[config.mk]
export PLATFORM = sky130hd
export DESIGN_NAME = crs_core_regs
export DESIGN_NICKNAME = d
export VERILOG_FILES = /design/src/crs_pkg.sv /design/src/crs_core_regs.sv
export VERILOG_INCLUDE_DIRS = /design/src
export SDC_FILE = /design/constraint.sdc
export NUM_CORES = 2
export LEC_CHECK = 0
export BUFFER_PORTS_ARGS = -buffer_cell sky130_fd_sc_hd__buf_2
export CORE_MARGIN = 2
export CORE_UTILIZATION = 25
export CTS_CLUSTER_DIAMETER = 30
export DETAILED_ROUTE_END_ITERATION = 7
export PLACE_DENSITY = 0.47
export SLEW_MARGIN = 20
export SYNTH_ARGS = -nofsm -noshare
export SYNTH_HDL_FRONTEND = slang
export SYNTH_SLANG_ARGS = --single-unit
[constraint.sdc]
create_clock -name CLK -period 4.9 [get_ports CLK]
set_input_delay 0.735 -clock CLK [delete_from_list [all_inputs] [get_ports CLK]]
set_output_delay 0.735 -clock CLK [all_outputs]
set_load 0.05 [all_outputs]
[src/crs_regs.svh]
// constants for the core register set and scratchpad
`ifndef CRS_REGS_SVH
`define CRS_REGS_SVH
`define CRS_SFR_ACC      8'hE0
`define CRS_SFR_AUX      8'hF0
`define CRS_SFR_PSW      8'hD0
`define CRS_SFR_SP       8'h81
`define CRS_SFR_DPL      8'h82
`define CRS_SFR_DPH      8'h83
`define CRS_SP_RESET     8'h07
`define CRS_PSW_RS_LSB   3
`define CRS_PSW_RS_MSB   4
`define CRS_PSW_PAR_BIT  0
`define CRS_SCR_TOP      8'h7F
`endif

[src/crs_pkg.sv]
// types shared by the core register set
package crs_pkg;
    typedef enum logic [2:0] {
        CRS_OP_NONE,
        CRS_OP_PUSH,
        CRS_OP_POP,
        CRS_OP_MULDIV,
        CRS_OP_PTR16
    } crs_op_t;

    typedef struct packed {
        logic       valid;
        logic       write;
        logic       sfr;
        logic [7:0] addr;
        logic [7:0] wdata;
    } crs_acc_t;

    typedef struct packed {
        logic [7:0]  acc;
        logic [7:0]  aux;
        logic [7:0]  program_status_word;
        logic [7:0]  stack_pointer;
        logic [15:0] data_pointer_reg;
        logic [7:0]  rdata;
        logic        rvalid;
    } crs_state_t;
endpackage : crs_pkg

[src/crs_core_regs.sv]
// core register set: accumulator, aux, status word, stack pointer, data pointer, scratchpad
// Notes on behaviour
// RULE1: core registers all sit in the special function register space.
// RULE2: accumulator serves as source or destination for arithmetic operations.
// RULE3: aux register takes multiply/divide results, otherwise plain scratch byte.
// RULE4: status word holds result flags and working bank select bits.
// RULE5: stack pointer is eight bits, pointing at last stored stack byte.
// RULE6: push increments pointer then writes; pop reads then decrements.
// RULE7: stack lives in scratchpad and may start anywhere within it.
// RULE8: scratchpad gives 128 byte registers at 00H to 7FH.
// RULE9: four banks of eight working registers; not in external data map.
// RULE10: data pointer reachable as two bytes or one sixteen bit word.
// RULE11: stack pointer wraps modulo 256 with no error.
`include "crs_regs.svh"
module crs_core_regs (
    input  wire logic              CLK,
    input  wire logic              RST_N,
    input  wire logic              CE,
    input  wire crs_pkg::crs_acc_t ACCESS,
    input  wire crs_pkg::crs_op_t  OP,
    input  wire logic [7:0]        PUSH_DATA,
    input  wire logic [15:0]       MULDIV_RES,
    input  wire logic              MULDIV_WE,
    input  wire logic [15:0]       PTR_WDATA,
    input  wire logic [7:0]        FLAGS_IN,
    input  wire logic [7:0]        FLAGS_MASK,
    input  wire logic [2:0]        RREG_SEL,
    output logic [7:0]             RDATA,
    output logic                   RVALID,
    output logic [7:0]             ACC,
    output logic [7:0]             AUX,
    output logic [7:0]             PROGRAM_STATUS_WORD,
    output logic [7:0]             STACK_POINTER,
    output logic [15:0]            DATA_POINTER_REG,
    output logic [7:0]             WREG_DATA,
    output logic [1:0]             BANK
);
    crs_pkg::crs_state_t st;
    crs_pkg::crs_state_t next_st;
    logic [7:0] scratch [0:127];
    logic [6:0] scr_waddr;
    logic [7:0] scr_wdata;
    logic       scr_we;
    logic [6:0] rreg_addr;
    logic [7:0] sp_inc;

    // bank select picks which eight bytes act as working registers
    assign BANK      = st.program_status_word[`CRS_PSW_RS_MSB:`CRS_PSW_RS_LSB]; // RULE4
    assign rreg_addr = {2'h0, BANK, RREG_SEL}; // RULE9
    assign sp_inc    = st.stack_pointer + 8'h01; // RULE11

    // next state of all registers
    always_comb begin
        next_st        = st;
        next_st.rvalid = 1'b0;
        scr_we         = 1'b0;
        scr_waddr      = 7'h00;
        scr_wdata      = 8'h00;
        case (OP)
            crs_pkg::CRS_OP_PUSH: begin
                next_st.stack_pointer = sp_inc; // RULE6
                scr_we    = 1'b1;
                scr_waddr = sp_inc[6:0]; // RULE7
                scr_wdata = PUSH_DATA;
            end
            crs_pkg::CRS_OP_POP: begin
                // byte comes from old pointer, pointer steps afterwards
                next_st.rdata         = scratch[st.stack_pointer[6:0]]; // RULE6
                next_st.rvalid        = 1'b1;
                next_st.stack_pointer = st.stack_pointer - 8'h01; // RULE11
            end
            crs_pkg::CRS_OP_PTR16: begin
                next_st.data_pointer_reg = PTR_WDATA; // RULE10
            end
            default: begin
            end
        endcase
        if (MULDIV_WE) begin
            next_st.acc = MULDIV_RES[7:0]; // RULE3
            next_st.aux = MULDIV_RES[15:8]; // RULE3
        end
        // flag updates from the previous instruction's result
        next_st.program_status_word = (st.program_status_word & ~FLAGS_MASK) | (FLAGS_IN & FLAGS_MASK); // RULE4
        // byte-wide access, sfr space or direct scratchpad
        if (ACCESS.valid && ACCESS.write && OP != crs_pkg::CRS_OP_PUSH) begin
            if (ACCESS.sfr) begin
                if (ACCESS.addr == `CRS_SFR_ACC) begin
                    next_st.acc = ACCESS.wdata; // RULE2
                end else if (ACCESS.addr == `CRS_SFR_AUX) begin
                    next_st.aux = ACCESS.wdata; // RULE3
                end else if (ACCESS.addr == `CRS_SFR_PSW) begin
                    next_st.program_status_word = ACCESS.wdata; // RULE4
                end else if (ACCESS.addr == `CRS_SFR_SP) begin
                    next_st.stack_pointer = ACCESS.wdata; // RULE5
                end else if (ACCESS.addr == `CRS_SFR_DPL) begin
                    next_st.data_pointer_reg[7:0] = ACCESS.wdata; // RULE10
                end else if (ACCESS.addr == `CRS_SFR_DPH) begin
                    next_st.data_pointer_reg[15:8] = ACCESS.wdata; // RULE10
                end
            end else if (ACCESS.addr <= `CRS_SCR_TOP) begin
                scr_we    = 1'b1; // RULE8
                scr_waddr = ACCESS.addr[6:0];
                scr_wdata = ACCESS.wdata;
            end
        end else if (ACCESS.valid && !ACCESS.write && OP != crs_pkg::CRS_OP_POP) begin
            next_st.rvalid = 1'b1;
            if (ACCESS.sfr) begin
                if (ACCESS.addr == `CRS_SFR_ACC) begin
                    next_st.rdata = st.acc; // RULE1
                end else if (ACCESS.addr == `CRS_SFR_AUX) begin
                    next_st.rdata = st.aux;
                end else if (ACCESS.addr == `CRS_SFR_PSW) begin
                    next_st.rdata = st.program_status_word;
                end else if (ACCESS.addr == `CRS_SFR_SP) begin
                    next_st.rdata = st.stack_pointer;
                end else if (ACCESS.addr == `CRS_SFR_DPL) begin
                    next_st.rdata = st.data_pointer_reg[7:0];
                end else if (ACCESS.addr == `CRS_SFR_DPH) begin
                    next_st.rdata = st.data_pointer_reg[15:8];
                end else begin
                    next_st.rdata = 8'h00;
                end
            end else if (ACCESS.addr <= `CRS_SCR_TOP) begin
                next_st.rdata = scratch[ACCESS.addr[6:0]]; // RULE8
            end else begin
                // upper direct range is not scratchpad; reads as zero
                next_st.rdata = 8'h00;
            end
        end
    end

    // state register, frozen while the clock enable is low
    always_ff @(posedge CLK) begin
        if (!RST_N) begin
            st               <= '0;
            st.stack_pointer <= `CRS_SP_RESET;
        end else if (CE) begin
            st <= next_st;
        end
    end

    // scratchpad flops; contents are not cleared by reset
    always_ff @(posedge CLK) begin
        if (CE && RST_N && scr_we) begin
            scratch[scr_waddr] <= scr_wdata; // RULE9
        end
    end

    // outputs straight from registers, except WREG_DATA, a scratchpad read addressed by bank and RREG_SEL
    assign RDATA               = st.rdata;
    assign RVALID              = st.rvalid;
    assign ACC                 = st.acc;
    assign AUX                 = st.aux;
    assign PROGRAM_STATUS_WORD = st.program_status_word;
    assign STACK_POINTER       = st.stack_pointer;
    assign DATA_POINTER_REG    = st.data_pointer_reg;
    assign WREG_DATA           = scratch[rreg_addr];

    // checks
    a_push_step: assert property (@(posedge CLK) disable iff (!RST_N) // RULE6
        CE && OP == crs_pkg::CRS_OP_PUSH && !(ACCESS.valid && ACCESS.write && ACCESS.sfr)
        |=> STACK_POINTER == $past(STACK_POINTER) + 8'h01 && scratch[STACK_POINTER[6:0]] == $past(PUSH_DATA))
        else $error("push did not pre-increment and store");
    a_pop_step: assert property (@(posedge CLK) disable iff (!RST_N) // RULE6
        CE && OP == crs_pkg::CRS_OP_POP && !ACCESS.valid
        |=> RVALID && STACK_POINTER == $past(STACK_POINTER) - 8'h01)
        else $error("pop did not post-decrement");
    a_sp_wrap: assert property (@(posedge CLK) disable iff (!RST_N) // RULE11
        CE && OP == crs_pkg::CRS_OP_PUSH && STACK_POINTER == 8'hFF && !ACCESS.valid
        |=> STACK_POINTER == 8'h00)
        else $error("stack pointer did not wrap");
    a_acc_write: assert property (@(posedge CLK) disable iff (!RST_N) // RULE2
        CE && !MULDIV_WE && ACCESS.valid && ACCESS.write && ACCESS.sfr && ACCESS.addr == `CRS_SFR_ACC
        && OP != crs_pkg::CRS_OP_PUSH |=> ACC == $past(ACCESS.wdata))
        else $error("accumulator write lost");
    a_muldiv_res: assert property (@(posedge CLK) disable iff (!RST_N) // RULE3
        CE && MULDIV_WE && !ACCESS.valid |=> {AUX, ACC} == $past(MULDIV_RES))
        else $error("multiply/divide result lost");
    a_flag_merge: assert property (@(posedge CLK) disable iff (!RST_N) // RULE4
        CE && !ACCESS.valid |=> PROGRAM_STATUS_WORD ==
        (($past(PROGRAM_STATUS_WORD) & ~$past(FLAGS_MASK)) | ($past(FLAGS_IN) & $past(FLAGS_MASK))))
        else $error("flag update wrong");
    a_ptr_word: assert property (@(posedge CLK) disable iff (!RST_N) // RULE10
        CE && OP == crs_pkg::CRS_OP_PTR16 && !ACCESS.valid |=> DATA_POINTER_REG == $past(PTR_WDATA))
        else $error("16-bit pointer load lost");
    a_scr_rdback: assert property (@(posedge CLK) disable iff (!RST_N) // RULE8
        CE && ACCESS.valid && ACCESS.write && !ACCESS.sfr && !ACCESS.addr[7] && OP == crs_pkg::CRS_OP_NONE
        ##1 !ACCESS.valid && OP == crs_pkg::CRS_OP_NONE
        ##1 CE && ACCESS.valid && !ACCESS.write && !ACCESS.sfr && ACCESS.addr == $past(ACCESS.addr, 2)
        && OP == crs_pkg::CRS_OP_NONE |=> RDATA == $past(ACCESS.wdata, 3))
        else $error("scratchpad readback mismatch");
    a_freeze_ce: assert property (@(posedge CLK) disable iff (!RST_N) // RULE5
        !CE |=> $stable(STACK_POINTER) && $stable(ACC))
        else $error("state moved with clock enable low");

    // the rest of the state must hold as well, read data included
    a_freeze_regs: assert property (@(posedge CLK) disable iff (!RST_N) // RULE4
        !CE |=> $stable(AUX) && $stable(PROGRAM_STATUS_WORD) && $stable(DATA_POINTER_REG)
        && $stable(RDATA) && $stable(RVALID))
        else $error("register moved with clock enable low");

    // reset is checked without the disable so it is actually observed
    a_reset_sp: assert property (@(posedge CLK) // RULE5
        !RST_N |=> STACK_POINTER == `CRS_SP_RESET)
        else $error("stack pointer reset value wrong");

    // pop hands back the byte at the old pointer
    a_pop_data: assert property (@(posedge CLK) disable iff (!RST_N) // RULE6
        CE && OP == crs_pkg::CRS_OP_POP
        |=> RVALID && RDATA == $past(scratch[STACK_POINTER[6:0]]))
        else $error("pop returned wrong byte");

    // decrement wraps below zero silently
    a_pop_wrap: assert property (@(posedge CLK) disable iff (!RST_N) // RULE11
        CE && OP == crs_pkg::CRS_OP_POP && STACK_POINTER == 8'h00 && !ACCESS.valid
        |=> STACK_POINTER == 8'hFF)
        else $error("stack pointer did not wrap on pop");

    // direct write lands in the addressed scratch byte
    a_scr_write: assert property (@(posedge CLK) disable iff (!RST_N) // RULE8
        CE && ACCESS.valid && ACCESS.write && !ACCESS.sfr && !ACCESS.addr[7] && OP != crs_pkg::CRS_OP_PUSH
        |=> scratch[$past(ACCESS.addr[6:0])] == $past(ACCESS.wdata))
        else $error("scratchpad write lost");

    // no read strobe without a read or pop
    a_rvalid_low: assert property (@(posedge CLK) disable iff (!RST_N) // RULE8
        CE && !(ACCESS.valid && !ACCESS.write) && OP != crs_pkg::CRS_OP_POP
        |=> !RVALID)
        else $error("read valid without request");

    // upper direct range lies outside the scratchpad
    a_upper_zero: assert property (@(posedge CLK) disable iff (!RST_N) // RULE9
        CE && ACCESS.valid && !ACCESS.write && !ACCESS.sfr && ACCESS.addr[7] && OP != crs_pkg::CRS_OP_POP
        |=> RVALID && RDATA == 8'h00)
        else $error("upper direct read not zero");

    // aux byte write through the sfr space
    a_aux_write: assert property (@(posedge CLK) disable iff (!RST_N) // RULE3
        CE && ACCESS.valid && ACCESS.write && ACCESS.sfr && ACCESS.addr == `CRS_SFR_AUX
        && OP != crs_pkg::CRS_OP_PUSH |=> AUX == $past(ACCESS.wdata))
        else $error("aux write lost");

    // status word write wins over the flag merge
    a_psw_write: assert property (@(posedge CLK) disable iff (!RST_N) // RULE4
        CE && ACCESS.valid && ACCESS.write && ACCESS.sfr && ACCESS.addr == `CRS_SFR_PSW
        && OP != crs_pkg::CRS_OP_PUSH |=> PROGRAM_STATUS_WORD == $past(ACCESS.wdata))
        else $error("status word write lost");

    // software may place the stack anywhere
    a_sp_write: assert property (@(posedge CLK) disable iff (!RST_N) // RULE5
        CE && ACCESS.valid && ACCESS.write && ACCESS.sfr && ACCESS.addr == `CRS_SFR_SP
        && OP != crs_pkg::CRS_OP_PUSH |=> STACK_POINTER == $past(ACCESS.wdata))
        else $error("stack pointer write lost");

    // pointer low byte on its own
    a_dpl_write: assert property (@(posedge CLK) disable iff (!RST_N) // RULE10
        CE && ACCESS.valid && ACCESS.write && ACCESS.sfr && ACCESS.addr == `CRS_SFR_DPL
        && OP != crs_pkg::CRS_OP_PUSH |=> DATA_POINTER_REG[7:0] == $past(ACCESS.wdata))
        else $error("pointer low byte write lost");

    // pointer high byte on its own
    a_dph_write: assert property (@(posedge CLK) disable iff (!RST_N) // RULE10
        CE && ACCESS.valid && ACCESS.write && ACCESS.sfr && ACCESS.addr == `CRS_SFR_DPH
        && OP != crs_pkg::CRS_OP_PUSH |=> DATA_POINTER_REG[15:8] == $past(ACCESS.wdata))
        else $error("pointer high byte write lost");

    // accumulator visible in the sfr space
    a_acc_read: assert property (@(posedge CLK) disable iff (!RST_N) // RULE1
        CE && ACCESS.valid && !ACCESS.write && ACCESS.sfr && ACCESS.addr == `CRS_SFR_ACC
        && OP != crs_pkg::CRS_OP_POP |=> RVALID && RDATA == $past(ACC))
        else $error("accumulator read wrong");

    // aux visible in the sfr space
    a_aux_read: assert property (@(posedge CLK) disable iff (!RST_N) // RULE3
        CE && ACCESS.valid && !ACCESS.write && ACCESS.sfr && ACCESS.addr == `CRS_SFR_AUX
        && OP != crs_pkg::CRS_OP_POP |=> RVALID && RDATA == $past(AUX))
        else $error("aux read wrong");

    // status word visible in the sfr space
    a_psw_read: assert property (@(posedge CLK) disable iff (!RST_N) // RULE4
        CE && ACCESS.valid && !ACCESS.write && ACCESS.sfr && ACCESS.addr == `CRS_SFR_PSW
        && OP != crs_pkg::CRS_OP_POP |=> RVALID && RDATA == $past(PROGRAM_STATUS_WORD))
        else $error("status word read wrong");

    // stack pointer visible in the sfr space
    a_sp_read: assert property (@(posedge CLK) disable iff (!RST_N) // RULE5
        CE && ACCESS.valid && !ACCESS.write && ACCESS.sfr && ACCESS.addr == `CRS_SFR_SP
        && OP != crs_pkg::CRS_OP_POP |=> RVALID && RDATA == $past(STACK_POINTER))
        else $error("stack pointer read wrong");

    // pointer low byte readable alone
    a_dpl_read: assert property (@(posedge CLK) disable iff (!RST_N) // RULE10
        CE && ACCESS.valid && !ACCESS.write && ACCESS.sfr && ACCESS.addr == `CRS_SFR_DPL
        && OP != crs_pkg::CRS_OP_POP |=> RVALID && RDATA == $past(DATA_POINTER_REG[7:0]))
        else $error("pointer low byte read wrong");

    // pointer high byte readable alone
    a_dph_read: assert property (@(posedge CLK) disable iff (!RST_N) // RULE10
        CE && ACCESS.valid && !ACCESS.write && ACCESS.sfr && ACCESS.addr == `CRS_SFR_DPH
        && OP != crs_pkg::CRS_OP_POP |=> RVALID && RDATA == $past(DATA_POINTER_REG[15:8]))
        else $error("pointer high byte read wrong");

    // unmapped sfr addresses must read as zero, never stale data
    a_sfr_unmapped: assert property (@(posedge CLK) disable iff (!RST_N) // RULE1
        CE && ACCESS.valid && !ACCESS.write && ACCESS.sfr && OP != crs_pkg::CRS_OP_POP
        && ACCESS.addr != `CRS_SFR_ACC && ACCESS.addr != `CRS_SFR_AUX && ACCESS.addr != `CRS_SFR_PSW
        && ACCESS.addr != `CRS_SFR_SP && ACCESS.addr != `CRS_SFR_DPL && ACCESS.addr != `CRS_SFR_DPH
        |=> RVALID && RDATA == 8'h00)
        else $error("unmapped sfr read not zero");
endmodule : crs_core_regs

==> out/summary.log <==
[floorplan] die height 467.3 um
[hold_path] hold-critical path endpoint ACC[5]$_SDFFE_PN0P_
[worst_setup_path] maximum single-stage delay on the critical path 580 ps
[global_routing] first-pass GRT wire length 271,100 um
[cts] Inserted Clock Buffers 227
[logic_synthesis] number of flops mapped to enable cells by yosys 1,024
[worst_setup_path] setup slack on the worst flop-to-flop path 1250 ps
[cts] root buf cell sky130_fd_sc_hd__clkbuf_16
[placed_design] placed wire-length estimate after detailed placement 130,400 um
[route] count of antenna-violating nets left after detailed routing 0
[worst_setup_path] reg2reg end RDATA[6]$_SDFFE_PN0P_
[worst_setup_path] Req. time, crit path 4160 ps
[sta] setup repair after global routing missed its margin false
[sta] sum of negative setup slack 0 ps
[placed_design] Placed Cells incl. Taps 5,999
[cts] Sinks on Clock Net 1,088
[worst_setup_path] slowest library cell on the worst path sky130_fd_sc_hd__mux4_2
[sta] Worst Skew 35.93 ps
[final_layout] Filler cells 20,890
[sta] Worst Max-Slew Pin Slew 1042 ps
[power_and_ir_drop] total leakage power 22.69 nW
[logic_synthesis] mean area per synthesized cell 18.24 um^2
[hold_path] class of the tightest hold or removal check input port to register
[route] number of vias per cell 5.251
[worst_setup_path] maximum fanout along the worst path 32
[floorplan] Placement Rows 170
[final_layout] share of layout cells above drive strength 1 43.13%
[cts] # hold bufs at CTS 0
[worst_setup_path] cell-by-cell listing of the critical path buf_4 > buf_12 > mux4_2 > mux4_2 > nand2_1 > nand2_1 > buf_2
[route] number of detailed-route iterations in the first pass 5
[logic_synthesis] #FFs+latches synth 1,088
[logic_synthesis] number of warnings reported in the yosys synthesis log 0
[sta] hold violation total from the final report 0
[route] number of design rule violations left after detail routing 0
[cts] clock tree from TritonCTS done
[floorplan] die area 218,300 um^2
[worst_setup_path] timing startpoint of the critical path RREG_SEL[0]
[logic_synthesis] most used standard cell by instance count after synthesis sky130_fd_sc_hd__edfxtp_1
[sta] max_slew headroom 30.55%
[global_routing] GRT Resource Usage Total 17.64%
[floorplan] number of top-level pins 152
[route] via count 33,790
[floorplan] starting density of the core 25.07%
[power_and_ir_drop] Max IR drop VDD 0.3691 mV
[logic_synthesis] number of distinct library cell variants in the gate-level netlist after synthesis 71
[global_routing] vias in the first global route 33,950
[logic_synthesis] post-synthesis instance total 2,941
[route] WL/cell 30.31 um
[logic_synthesis] Syn Std Cell Area 53,650 um^2
[placed_design] global placement routability congestion 0.8984
[cts] maximum clock insertion buffer count 3
[sta] Max Clk Rate 260.7 MHz
[worst_setup_path] element type at the critical path start input port
[logic_synthesis] most area-hungry cell type in the Yosys netlist sky130_fd_sc_hd__edfxtp_1
[cts] Resize count post-CTS 0
[status] run status completed
[global_routing] maximum number of pins on one net before global-route repair 88
[power_and_ir_drop] total power 0.02809 W
[cts] clock transition at the registers of the reported paths 50 ps
[cts] number of buffers added for setup after CTS 0
[worst_setup_path] Worst Path Class, Setup input port to primary output
[global_routing] total grt overflow 0
[logic_synthesis] syn nets 3,028
[logic_synthesis] share of the synthesized area in the top cell type 57.31%
[logic_synthesis] fraction of registers with async set/reset 0%
[final_layout] Multi-input gate area 20,400 um^2
[hold_path] WHS Path Cells 3
[placed_design] Placed Area 59,520 um^2
[hold_path] startpoint of the tightest hold check path MULDIV_RES[5]
[worst_setup_path] Reg2Reg Depth 7
[logic_synthesis] Area contributors post-synth sky130_fd_sc_hd__edfxtp_1 (57%), sky130_fd_sc_hd__mux4_2 (28%), sky130_fd_sc_hd__dfxtp_1 (2.4%)
[global_routing] number of antenna violations at the first check in global routing 5
[sta] max-slew violation count 0
[worst_setup_path] endpoint class of the critical path primary output
[sta] Tmin final 3835 ps
[cts] clock latency of the later-clocked register in the worst-skew pair 850 ps
[final_layout] area taken by flip-flops and latches 32,040 um^2
[final_layout] non-filler cells, final 6,435
[final_layout] post-layout util 31.54%
[final_layout] nets@finish 3,477
[power_and_ir_drop] Cell Pwr Density 416.3 nW/um^2
[sta] final worst-path cycle share 78.27%
[placed_design] buffers added on ports 151
[route] aggregate routed wire length 195,100 um
[worst_setup_path] sum of buffers and inverters on the critical path 3
[worst_setup_path] data arrival time of the worst path 3100 ps
[cts] total number of H-tree levels 4
[sta] final setup violating endpoints 0
[floorplan] area of the placeable core 214,000 um^2
[logic_synthesis] ranking of synthesized cells by instance count sky130_fd_sc_hd__edfxtp_1 (1,024), sky130_fd_sc_hd__mux4_2 (658), sky130_fd_sc_hd__nor2_1 (201)
[final_layout] layout-stage area growth over the synthesis result 25.78%
[job] count of max-cap constraint violations 0
[route] DRC marker count from the first detailed-route iteration 4,014
[logic_synthesis] sequential share of the synthesized area 59.70%
[floorplan] floorplan die width 467.3 um
[worst_setup_path] delay-heaviest family, CP multiplexers
[logic_synthesis] predominant post-synthesis flop cell sky130_fd_sc_hd__edfxtp_1
[final_layout] Final Instance Area 67,480 um^2
stage by stage:
stage | setup WS [ps] | hold WS (ps)
final | 1065 | 240.2
after floorplan | 834.6 | 669.7
after global routing | 954.3 | 193.7
after CTS | 984.0 | 172.2
after detailed placement | 692.9 | 498.8
after global placement | 675.4 | 491.1
layer usage:
layer	part of all wire (%)	wire, um	up-vias	GRT usage [%]
li1	-	-	13620	-
met1	42	81580	18160	23.84
met2	47	91540	1702	27.91
met3	7.7	15010	311	3.758
met4	3.6	6928	0	6.378
met5	0	0	-	0
how the worst max path moves through the flow:
| stage | end | slack [ps] | cells past startpoint |
|---|---|---|---|
| 2_1_floorplan | scratch[0][0]$_DFFE_PP_ | 830 | 5 |
| 3_3_place_gp | RDATA[6]$_SDFFE_PN0P_ | 680 | 10 |
| 3_5_place_dp | RDATA[6]$_SDFFE_PN0P_ | 690 | 10 |
| 4_1_cts | WREG_DATA[7] | 980 | 5 |
| 5_1_grt | WREG_DATA[7] | 950 | 5 |
| 6_report | WREG_DATA[7] | 1060 | 7 |
placed cells by master, fill, tap and decap left out, drive strengths merged, types with 10 or more instances in the layout:
cell      synthesis  layout
clkinv            2      88
edfxtp         1024    1024
nand3b           18      18
a21oi            92      92
or3              20      20
a211oi           14      14
nor3             19      19
nand3            33      33
o21ai            91      91
nand2           120     120
a221oi           19      19
bufinv            0      31
clkinvlp          0      28
a22o             13      13
nor2b            16      16
dfxtp            64      64
mux2             16      16
clkbuf          103     257
nor2            201     201
mux4            658     658
a22oi            67      67
mux2i            56      56
a31oi            10      10
o221ai           14      14
inv              23      54
buf             132     455
nand2b           10      10
sequential cells by signal (all words and copies together) (netlist names), named ones only:
register             flops
ACC                      8
RDATA                    8
PROGRAM_STATUS_WORD      8
DATA_POINTER_REG        16
scratch               1024
RVALID                   1
STACK_POINTER            8
AUX                      8
area by class of cell:
cell class / count / area share (%)
antenna: 3 / 0.01113
clock buffer: 257 / 8.741
clock inverter: 176 / 3.043
inverter: 25 / 0.1428
multi-input combinational: 1593 / 30.24
sequential: 1088 / 47.49
tap: 2838 / 5.262
timing repair buffer: 455 / 5.077
power breakdown:
group / switching (W) / internal, W
clock network: 0.00539 / 0.0103
registers: 0.0000784 / 0.0102
logic: 0.00129 / 0.000817
total: 0.00676 / 0.0213
cell families after synthesis:
family / Yosys count / synth area share, %
adders and majority gates: 2 / 0.04664
AOI/OAI and AO/OA: 379 / 4.655
buffers and inverters: 260 / 2.411
xor gates and xnor gates: 5 / 0.08164
and+or+nand+nor: 477 / 4.100
muxes: 730 / 29.00
DFF: 1088 / 59.70
worst reg2reg max path: cells and delay by family, from the launching register on:
family | cells | cell delay, ps
AO/OA/AOI/OAI | 3 | 1180
buffers and inverters | 1 | 400
flip-flops | 1 | 610
multiplexers | 2 | 1220
AND/OR/NAND/NOR | 1 | 90
(Power assumes the default switching activity.)
